[config.mk]
export PLATFORM = sky130hd
export DESIGN_NAME = tfc_credit_report
export DESIGN_NICKNAME = d
export VERILOG_FILES = /design/src/hdl/tfc_pkg.sv /design/src/hdl/tfc_vc_if.sv /design/src/hdl/tfc_vc_counter.sv /design/src/hdl/tfc_credit_report.sv
export VERILOG_INCLUDE_DIRS = /design/src /design/src/hdl
export SDC_FILE = /design/constraint.sdc
export NUM_CORES = 2
export LEC_CHECK = 0
export BUFFER_PORTS_ARGS = -buffer_cell sky130_fd_sc_hd__buf_2
export CAP_MARGIN = 20
export CORE_MARGIN = 8
export CORE_UTILIZATION = 48
export DETAILED_ROUTE_END_ITERATION = 16
export PLACE_DENSITY = 0.75
export SYNTH_ARGS = -nofsm -noshare
export SYNTH_HDL_FRONTEND = slang
export SYNTH_HIERARCHICAL = 1
export SYNTH_SLANG_ARGS = --single-unit
export TNS_END_PERCENT = 30
[constraint.sdc]
create_clock -name clk -period 10.25 [get_ports clk]
set_clock_uncertainty 0.15 [all_clocks]
set_input_delay 1.025 -clock clk [delete_from_list [all_inputs] [get_ports clk]]
set_output_delay 1.025 -clock clk [all_outputs]
set_load 0.01 [all_outputs]
[src/hdl/tfc_params.svh]
`ifndef TFC_PARAMS_SVH
`define TFC_PARAMS_SVH
`define TFC_HDR_W 8
`define TFC_DAT_W 12
`define TFC_NARROW_W 22
`define TFC_WIDE_W 66
`define TFC_DAT_CAP 9'h100
`define TFC_HDR_MAX 8'hFF
`define TFC_DAT_MAX 12'hFFF
`define TFC_N_PH 0
`define TFC_N_PD 1
`define TFC_N_NPH 10
`define TFC_N_NPD 11
`define TFC_N_CPLH 12
`define TFC_N_CPLD 13
`define TFC_N_FLD 9
`endif

[src/hdl/tfc_pkg.sv]
package tfc_pkg;
	typedef enum logic [1:0] {
		TFC_POSTED,
		TFC_NONPOSTED,
		TFC_COMPLETION
	} tfc_kind_t;

	// Available credits of one virtual channel.
	typedef struct packed {
		logic [7:0] ph;
		logic [11:0] pd;
		logic [7:0] nph;
		logic [11:0] npd;
		logic [7:0] cplh;
		logic [11:0] cpld;
	} tfc_cred_t;
endpackage

[src/hdl/tfc_vc_if.sv]
`timescale 1ns/1ps
// Request and credit signals of one virtual channel between top and counter.
interface tfc_vc_if;
	import tfc_pkg::*;
	logic init;
	logic infinite;
	tfc_cred_t init_cred;
	logic update;
	tfc_cred_t update_cred;
	logic req;
	tfc_kind_t kind;
	logic [11:0] dat_need;
	logic ack;
	tfc_cred_t avail;

	modport counter (
		input init, infinite, init_cred, update, update_cred, req, kind, dat_need,
		output ack, avail
	);
	modport top (
		output init, infinite, init_cred, update, update_cred, req, kind, dat_need,
		input ack, avail
	);
endinterface

[src/hdl/tfc_vc_counter.sv]
`timescale 1ns/1ps
`include "tfc_params.svh"
// Credit pool of one virtual channel with the acknowledge gate.
module tfc_vc_counter
	import tfc_pkg::*;
(
	input wire logic clk,
	input wire logic rst,
	tfc_vc_if.counter vc
);
	tfc_cred_t avail_q, avail_d;
	logic inf_q, inf_d;
	logic ack_q, ack_d;
	logic ok;

	// Checks whether the pool covers one header plus the data need of the request.
	always_comb begin
		case (vc.kind)
			TFC_POSTED: ok = inf_q || (avail_q.ph != '0 && avail_q.pd >= vc.dat_need);
			TFC_NONPOSTED: ok = inf_q || (avail_q.nph != '0 && avail_q.npd >= vc.dat_need);
			TFC_COMPLETION: ok = inf_q || (avail_q.cplh != '0 && avail_q.cpld >= vc.dat_need);
			default: ok = 1'b0;
		endcase
	end

	// Computes next pool: init, partner returns, then deduction on acknowledge.
	always_comb begin
		avail_d = avail_q;
		inf_d = inf_q;
		// The own pending acknowledge masks the request so that one request is never taken twice.
		ack_d = vc.req && ok && !vc.init && !ack_q;
		if (vc.init) begin
			avail_d = vc.init_cred;
			inf_d = vc.infinite;
		end else begin
			if (vc.update) begin
				avail_d = vc.update_cred;
			end
			if (ack_d && !inf_q) begin
				case (vc.kind)
					TFC_POSTED: begin
						avail_d.ph = avail_d.ph - 8'h01;
						avail_d.pd = avail_d.pd - vc.dat_need;
					end
					TFC_NONPOSTED: begin
						avail_d.nph = avail_d.nph - 8'h01;
						avail_d.npd = avail_d.npd - vc.dat_need;
					end
					TFC_COMPLETION: begin
						avail_d.cplh = avail_d.cplh - 8'h01;
						avail_d.cpld = avail_d.cpld - vc.dat_need;
					end
					default: begin
					end
				endcase
			end
		end
	end

	// Registers the pool; reset empties it.
	always_ff @(posedge clk or posedge rst) begin
		if (rst) begin
			avail_q <= '0;
			inf_q <= 1'b0;
			ack_q <= 1'b0;
		end else begin
			avail_q <= avail_d;
			inf_q <= inf_d;
			ack_q <= ack_d;
		end
	end

	assign vc.ack = ack_q;
	assign vc.avail = inf_q ? '1 : avail_q;
endmodule

[src/hdl/tfc_credit_report.sv]
`timescale 1ns/1ps
`include "tfc_params.svh"
// Transmit credit report for all virtual channels.
module tfc_credit_report
	import tfc_pkg::*;
#(
	parameter int WIDE = 0,
	parameter int NUM_VC = (WIDE != 0) ? 2 : 4,
	parameter int CW = (WIDE != 0) ? `TFC_WIDE_W : `TFC_NARROW_W
)(
	input wire logic clk,
	input wire logic rst,
	input wire logic [NUM_VC-1:0] cred_init,
	input wire logic [NUM_VC-1:0] cred_infinite,
	input wire tfc_cred_t [NUM_VC-1:0] cred_init_val,
	input wire logic [NUM_VC-1:0] cred_update,
	input wire tfc_cred_t [NUM_VC-1:0] cred_update_val,
	input wire logic [NUM_VC-1:0] tx_req,
	input wire tfc_kind_t [NUM_VC-1:0] tx_kind,
	input wire logic [NUM_VC-1:0][11:0] tx_dat_need,
	output logic [NUM_VC-1:0] tx_ack,
	output logic [NUM_VC-1:0][CW-1:0] tx_cred
);
	// ==========================================================
	// Configuration check
	initial begin
		if ((WIDE != 0 && (NUM_VC != 2 || CW != `TFC_WIDE_W)) ||
			(WIDE == 0 && (NUM_VC != 4 || CW != `TFC_NARROW_W))) begin
			$error("Unsupported credit report configuration.");
		end
	end

	// Clamps a data count to the 9-bit field, 0 to 256 credits.
	function automatic logic [8:0] clamp_dat(input logic [11:0] d);
		clamp_dat = (d > 12'(`TFC_DAT_CAP)) ? `TFC_DAT_CAP : d[8:0];
	endfunction

	// Encodes a pool into the narrow or wide credit word.
	function automatic logic [CW-1:0] encode(input tfc_cred_t c, input logic inf);
		logic [`TFC_WIDE_W-1:0] w;
		w = '0;
		if (WIDE != 0) begin
			w = {c.cpld, c.cplh, c.npd, c.nph, c.pd, c.ph, 6'h00};
			if (inf) begin
				w = '1;
			end
		end else begin
			w[`TFC_N_PH] = c.ph != '0;
			w[`TFC_N_PD +: `TFC_N_FLD] = clamp_dat(c.pd);
			w[`TFC_N_NPH] = c.nph != '0;
			w[`TFC_N_NPD] = c.npd != '0;
			w[`TFC_N_CPLH] = c.cplh != '0;
			w[`TFC_N_CPLD +: `TFC_N_FLD] = clamp_dat(c.cpld);
			if (inf) begin
				w[`TFC_NARROW_W-1:0] = '1;
			end
		end
		encode = w[CW-1:0];
	endfunction

	logic [NUM_VC-1:0] ack_d;
	logic [NUM_VC-1:0][CW-1:0] cred_d;
	logic [NUM_VC-1:0] ack_q;
	logic [NUM_VC-1:0][CW-1:0] cred_p;
	logic [NUM_VC-1:0][CW-1:0] cred_q;

	// ==========================================================
	// Per virtual channel pools
	for (genvar v = 0; v < NUM_VC; v++) begin : g_vc
		tfc_vc_if vi();
		assign vi.init = cred_init[v];
		assign vi.infinite = cred_infinite[v];
		assign vi.init_cred = cred_init_val[v];
		assign vi.update = cred_update[v];
		assign vi.update_cred = cred_update_val[v];
		assign vi.req = tx_req[v] && !ack_q[v];
		assign vi.kind = tx_kind[v];
		assign vi.dat_need = tx_dat_need[v];
		tfc_vc_counter u_cnt (
			.clk(clk),
			.rst(rst),
			.vc(vi.counter)
		);
		// Forms the reported word from the pool after the deduction.
		always_comb begin
			ack_d[v] = vi.ack;
			cred_d[v] = encode(vi.avail, vi.avail == '1);
		end
	end

	// Registers the outputs; the extra word stage puts the deduction one clock after the acknowledge.
	always_ff @(posedge clk or posedge rst) begin
		if (rst) begin
			ack_q <= '0;
			cred_p <= '0;
			cred_q <= '0;
		end else begin
			ack_q <= ack_d;
			cred_p <= cred_d;
			cred_q <= cred_p;
		end
	end

	assign tx_ack = ack_q;
	assign tx_cred = cred_q;
endmodule

# Word-level counts from Yosys, hierarchy flattened
# Index checks and enable logic that the tools add are counted.
# Widths: inputs -> output; s select.
[totals]
ff_bits = 428
output_inout_bits = 92
elab_cells = 237
[op_classes]
add_sub_neg = 24
n_lt_le_gt_ge = 20
n_eq_ne = 12
muxes = 48
reduce_logical = 92
[op_table]
columns = ["cell", "count"]
rows = [
  ["$mux 60", 20],
  ["$eq 60x60->1 const B", 4],
  ["$mux 20", 12],
  ["$reduce_bool 8->1", 24],
  ["$ge 12x12->1", 12],
  ["$sub 12x12->12", 12],
  ["$gt 12x9->1 const B", 8],
  ["$sub 8x1->8 const B", 12],
  ["$mux 22", 4],
  ["$mux 9", 8],
  ["$reduce_bool 12->1", 4],
  ["$logic_and 1x1->1", 32],
  ["$logic_not 1->1", 16],
  ["$logic_or 1x1->1", 12],
  ["$pmux 1 s3", 4],
  ["$eq 2x1->1 const B", 4],
  ["$eq 2x2->1 const B", 4],
  ["$logic_not 2->1", 4],
]

# Depth between registers and ports, before layout
[depth]
ltp_word = 10
ltp_mapped = 15

# Cells and area by module
# Netlist, hierarchy kept.
[by_module_without_submodules]
columns = ["mod", "instances", "cells_per_inst", "area_each_um2", "seq_area_each_um2"]
rows = [
  ["tfc_vc_counter (g_vc[3].u_cnt)", 1, 798, 6769.0, 1551.5],
  ["tfc_vc_counter (g_vc[2].u_cnt)", 1, 773, 6638.9, 1551.5],
  ["tfc_vc_counter (g_vc[1].u_cnt)", 1, 783, 6603.8, 1551.5],
  ["tfc_vc_counter (g_vc[0].u_cnt)", 1, 749, 6452.4, 1551.5],
  ["tfc_credit_report", 1, 468, 6195.9, 4504.3],
]

# Worst setup path after synthesis
# OpenSTA, ideal clock, no wires.
[synth_path]
kind = "input-to-reg"
from = "in cred_update[2]"
to = "reg g_vc[2].u_cnt/avail_q[51] in the netlist's numbering"
t_arrival_ns = 4.657
t_required_ns = 10.005
setup_slack_ns = 5.347
stages = 14
path_buffers = 4
cell_sequence = "clkbuf_1 -> buf_2 -> buf_2 -> buf_1 -> mux2_2 -> ha_1 -> o21a_1 -> o31a_1 -> o41a_1 -> a41o_1 -> o41a_1 -> xnor2_1 -> o41a_1 -> o31ai_1"
[synth_rtl]
columns = ["element", "line", "text"]
rows = [
  ["start, declared", "tfc_credit_report.sv:16", "input wire logic [NUM_VC-1:0] cred_update,"],
  ["end signal, assigned", "tfc_vc_counter.sv:67", "avail_q <= avail_d;"],
  ["end, declared", "tfc_vc_counter.sv:11", "tfc_cred_t avail_q, avail_d;"],
]

==> Flow_metrics.wiki <==
{| class="wikitable"
! Metric !! Value
|-
| Outcome || finished clean
|-
| Overall power || 5.44 mW
|-
| Bufs on Longest Clock Path || 3
|-
| Combinational Power Share || 29.0%
|-
| Adder-cell area share of the yosys netlist || 12.4%
|-
| Area added between synthesis and finish || 17.6%
|-
| Number of buffers added on ports || 645
|-
| Final hold slack || 0.196 ns
|-
| Number of library cell types mapped by synthesis || 95
|-
| Number of pins with negative max-slew slack in the final report || 0
|-
| Cell types with the largest area share after synthesis || sky130_fd_sc_hd__dfrtp_1 (33%), sky130_fd_sc_hd__ha_1 (12%), sky130_fd_sc_hd__mux2_2 (6.2%)
|-
| Share of total power in sequential cells || 34.8%
|-
| Area inside the core boundary || 67300 um2
|-
| Hold/Removal Path Class || reg2reg
|-
| Final worst path period share || 44.9%
|-
| Data arrival time of the critical path || 4.96 ns
|-
| Worst-case setup margin in the final layout || 5.65 ns
|-
| Setup slack after placement || 5.14 ns
|-
| Worst ir drop on vdd || 117 uV
|-
| Dominant combinational cell family by area after synthesis || simple AND/OR/NAND/NOR gates
|-
| Switching share of power || 32.9%
|-
| Leakage power || 18.0 nW
|-
| Final sum of negative setup slack || 0 ns
|-
| Post-synthesis share of cell area spent on and, or, nand and nor gates || 23.4%
|-
| Worst-path maximum fanout || 32
|-
| Synth warn || 6
|-
| Clock latency on the worst-skew pair || 0.60 ns
|-
| Overall die width || 277 um
|-
| Ports placed on the boundary || 646
|-
| Worst Tran Pin Value || 1.12 ns
|-
| Overflow left after global routing || 0
|-
| Post-synthesis instance total || 3571
|-
| Share of the synthesized area in the top cell type || 32.8%
|-
| Total wire length after detailed routing || 114000 um
|-
| Buffers inserted during post-CTS setup optimization || 0
|-
| Buffer cell driving the clock tree root || sky130_fd_sc_hd__clkbuf_16
|-
| Post-synth EDFFs || 0
|-
| Layout cell share with drive strength beyond 1 || 29.8%
|-
| Post-synthesis net count || 4441
|-
| Resized cells post-CTS || 0
|-
| Number of placed instances with taps included || 4981
|-
| Syn avg cell area || 9.15 um2
|-
| Hold buffer count at CTS || 0
|-
| Clk sinks || 428
|-
| Total clock buffers created by CTS || 50
|-
| Vias after detailed routing || 30584
|-
| P_int || 3.65 mW
|-
| Class of the most critical setup path || in2reg
|-
| Die outline height || 277 um
|-
| Compound-cell area share of the yosys netlist || 12.8%
|-
| Remaining DRCs || 0
|-
| # rows || 95
|-
| Starting Density || 48.5%
|-
| Vias per Instance || 6.02
|-
| Total routing usage reported by global routing || 28.3%
|-
| Shortest clock period the worst path allows after layout || 4.60 ns
|-
| Initial antenna violation count || 12
|-
| Hold Vio Cnt, Final || 0
|-
| Clock tree from TritonCTS || yes
|-
| Detailed router's first-iteration violation count || 2912
|-
| Number of optimization iterations in the first detailed-route pass || 6
|-
| Placer's final routability congestion estimate || 0.965
|-
| Number of synthesized register bits || 428
|-
| Storage element area || 10700 um2
|-
| Net load switching power || 1.79 mW
|-
| Worst Path Required || 10.61 ns
|-
| Power density over cell area || 142 nW/um2
|-
| Launching element type of the critical path || primary input
|-
| Number of global-route vias before repair || 29922
|-
| Unrepaired setup endpoints after global routing || no
|-
| Max-Slew Margin vs Limit || 24.6%
|-
| Routed wire per std cell || 22.4 um
|-
| Maximum level of the CTS H-tree || 2
|-
| Proportion of synthesized area in mux cells || 11.7%
|-
| # nets final || 5031
|-
| Predominant post-synthesis flop cell || sky130_fd_sc_hd__dfrtp_1
|-
| Die area || 76600 um2
|-
| Multi-input gate area in the final layout || 20900 um2
|-
| CTS clk-pin slew, worst paths || 0.06 ns
|-
| Detailed placer's ending HPWL || 88000 um
|-
| Xor-xnor portion of the synthesized cell area || 3.54%
|-
| Number of endpoints failing setup at the final stage || 0
|-
| First-pass GRT wire length || 174000 um
|-
| Power share of the clock group || 36.2%
|-
| Ys async rst share || 100%
|-
| Filler cells || 5940
|-
| Pin count of the biggest net entering global routing || 112
|-
| Kind of end point of the critical path || register
|-
| Post-synthesis instance area || 32700 um2
|-
| Top cell type by total area after synthesis || sky130_fd_sc_hd__dfrtp_1
|-
| Count of max-cap constraint violations || 0
|-
| Sequential element share of the synthesized area || 32.8%
|-
| Achievable frequency || 217 MHz
|-
| Non-filler cells in the finished layout || 5079
|-
| Remaining antenna violation count after routing || 0
|}
==> worst paths after layout <==
path | slack [ns] | cells after the start | end | startpoint
max | 5.65 | 13 | g_vc[1].u_cnt/avail_q[31] | cred_update[1]
min | 0.20 | 0 | tx_cred[38] | cred_p[38]
max reg2reg | 6.41 | 10 | g_vc[1].u_cnt/avail_q[41] | g_vc[1].u_cnt/avail_q[2]
max in group asynchronous | 7.97 | 3 | tx_cred[49] | rst
min in group asynchronous | 0.54 | 2 | cred_p[34] | rst
min reg2reg | 0.20 | 0 | tx_cred[38] | cred_p[38]
==> placed cells by master (no fill, tap or decap), types with 47 or more instances in the layout <==
cell,synthesis,layout
sky130_fd_sc_hd__buf_2,30,645
sky130_fd_sc_hd__dfrtp_1,428,428
sky130_fd_sc_hd__nand2_1,356,356
sky130_fd_sc_hd__ha_1,304,304
sky130_fd_sc_hd__or2_2,243,243
sky130_fd_sc_hd__nor2_1,239,239
sky130_fd_sc_hd__mux2_2,181,181
sky130_fd_sc_hd__mux2i_1,162,162
sky130_fd_sc_hd__a21oi_1,150,150
sky130_fd_sc_hd__o21ai_0,145,145
sky130_fd_sc_hd__inv_1,111,105
sky130_fd_sc_hd__nor3_1,98,97
sky130_fd_sc_hd__xnor2_1,91,91
sky130_fd_sc_hd__nand4_1,89,89
sky130_fd_sc_hd__nor4_1,87,87
sky130_fd_sc_hd__nand3_1,71,71
sky130_fd_sc_hd__nand3b_1,62,62
sky130_fd_sc_hd__a31oi_1,54,54
sky130_fd_sc_hd__clkbuf_16,0,53
sky130_fd_sc_hd__o21a_1,47,47
==> cell families after synthesis <==
family	count (synthesis)
AO/OA/AOI/OAI	629
buffers and inverters	251
AND/OR/NAND/NOR	1457
multiplexers	358
flip-flops	428
XOR/XNOR	132
adder cells (fa/ha/maj)	316
==> routing by layer <==
metal | global-route usage [%] | wire, um
met2 | 44.2 | 51100
met1 | 36.8 | 46500
met5 | 0 | 82
met3 | 6.92 | 10700
met4 | 12.9 | 5610
==> synth_stat cells, types with 71 or more instances <==
master,number
sky130_fd_sc_hd__a21oi_1,150
sky130_fd_sc_hd__clkbuf_1,85
sky130_fd_sc_hd__dfrtp_1,428
sky130_fd_sc_hd__ha_1,304
sky130_fd_sc_hd__inv_1,111
sky130_fd_sc_hd__mux2_2,181
sky130_fd_sc_hd__mux2i_1,162
sky130_fd_sc_hd__nand2_1,356
sky130_fd_sc_hd__nand3_1,71
sky130_fd_sc_hd__nand4_1,89
sky130_fd_sc_hd__nor2_1,239
sky130_fd_sc_hd__nor3_1,98
sky130_fd_sc_hd__nor4_1,87
sky130_fd_sc_hd__o21ai_0,145
sky130_fd_sc_hd__or2_2,243
sky130_fd_sc_hd__xnor2_1,91
==> registers in the layout, summed over array words and instances (netlist names) <==
signal / cells
g_vc.u_cnt/inf_q: 4
cred_p: 88
g_vc.u_cnt/vc.ack: 4
g_vc.u_cnt/avail_q: 240
tx_ack: 4
tx_cred: 88
==> per-stage QoR <==
step,utilization [%],area (um2)
after floorplan,-,32700
after global placement,54.4,36600
after detailed placement,54.4,36600
after CTS,57.1,38400
after global routing,57.1,38400
final,57.1,38400
==> final cells by class <==
| type | instances | area share [%] |
|---|---|---|
| tap | 873 | 2.84 |
| timing repair buffer | 676 | 9.03 |
| inverter | 113 | 1.12 |
| clock buffer | 63 | 3.73 |
| sequential | 428 | 27.9 |
| multi-input combinational | 2892 | 54.4 |
| clock inverter | 29 | 0.961 |
| antenna | 5 | 0.0326 |
==> power groups by stage <==
stage	Clock, mW	Combinational [mW]	Sequential, mW
2_1_floorplan	0	1.13	1.87
3_3_place_gp	0	1.50	1.92
3_5_place_dp	0	1.54	1.92
4_1_cts	2.01	1.55	1.89
5_1_grt	2.07	1.74	1.90
6_report	1.97	1.58	1.89
==> worst max-delay path, stage by stage <==
cell	delay, ns
sky130_fd_sc_hd__buf_2	0.69
sky130_fd_sc_hd__buf_4	0.55
sky130_fd_sc_hd__mux2i_1	0.41
sky130_fd_sc_hd__inv_1	0.09
sky130_fd_sc_hd__ha_1	0.29
sky130_fd_sc_hd__nor2b_1	0.15
sky130_fd_sc_hd__o31a_1	0.29
sky130_fd_sc_hd__nor4_1	0.39
sky130_fd_sc_hd__o31ai_1	0.21
sky130_fd_sc_hd__o41ai_2	0.29
sky130_fd_sc_hd__xnor2_1	0.12
sky130_fd_sc_hd__and3_1	0.20
sky130_fd_sc_hd__o31ai_1	0.22
No activity file was read; power rests on OpenSTA's default activity.
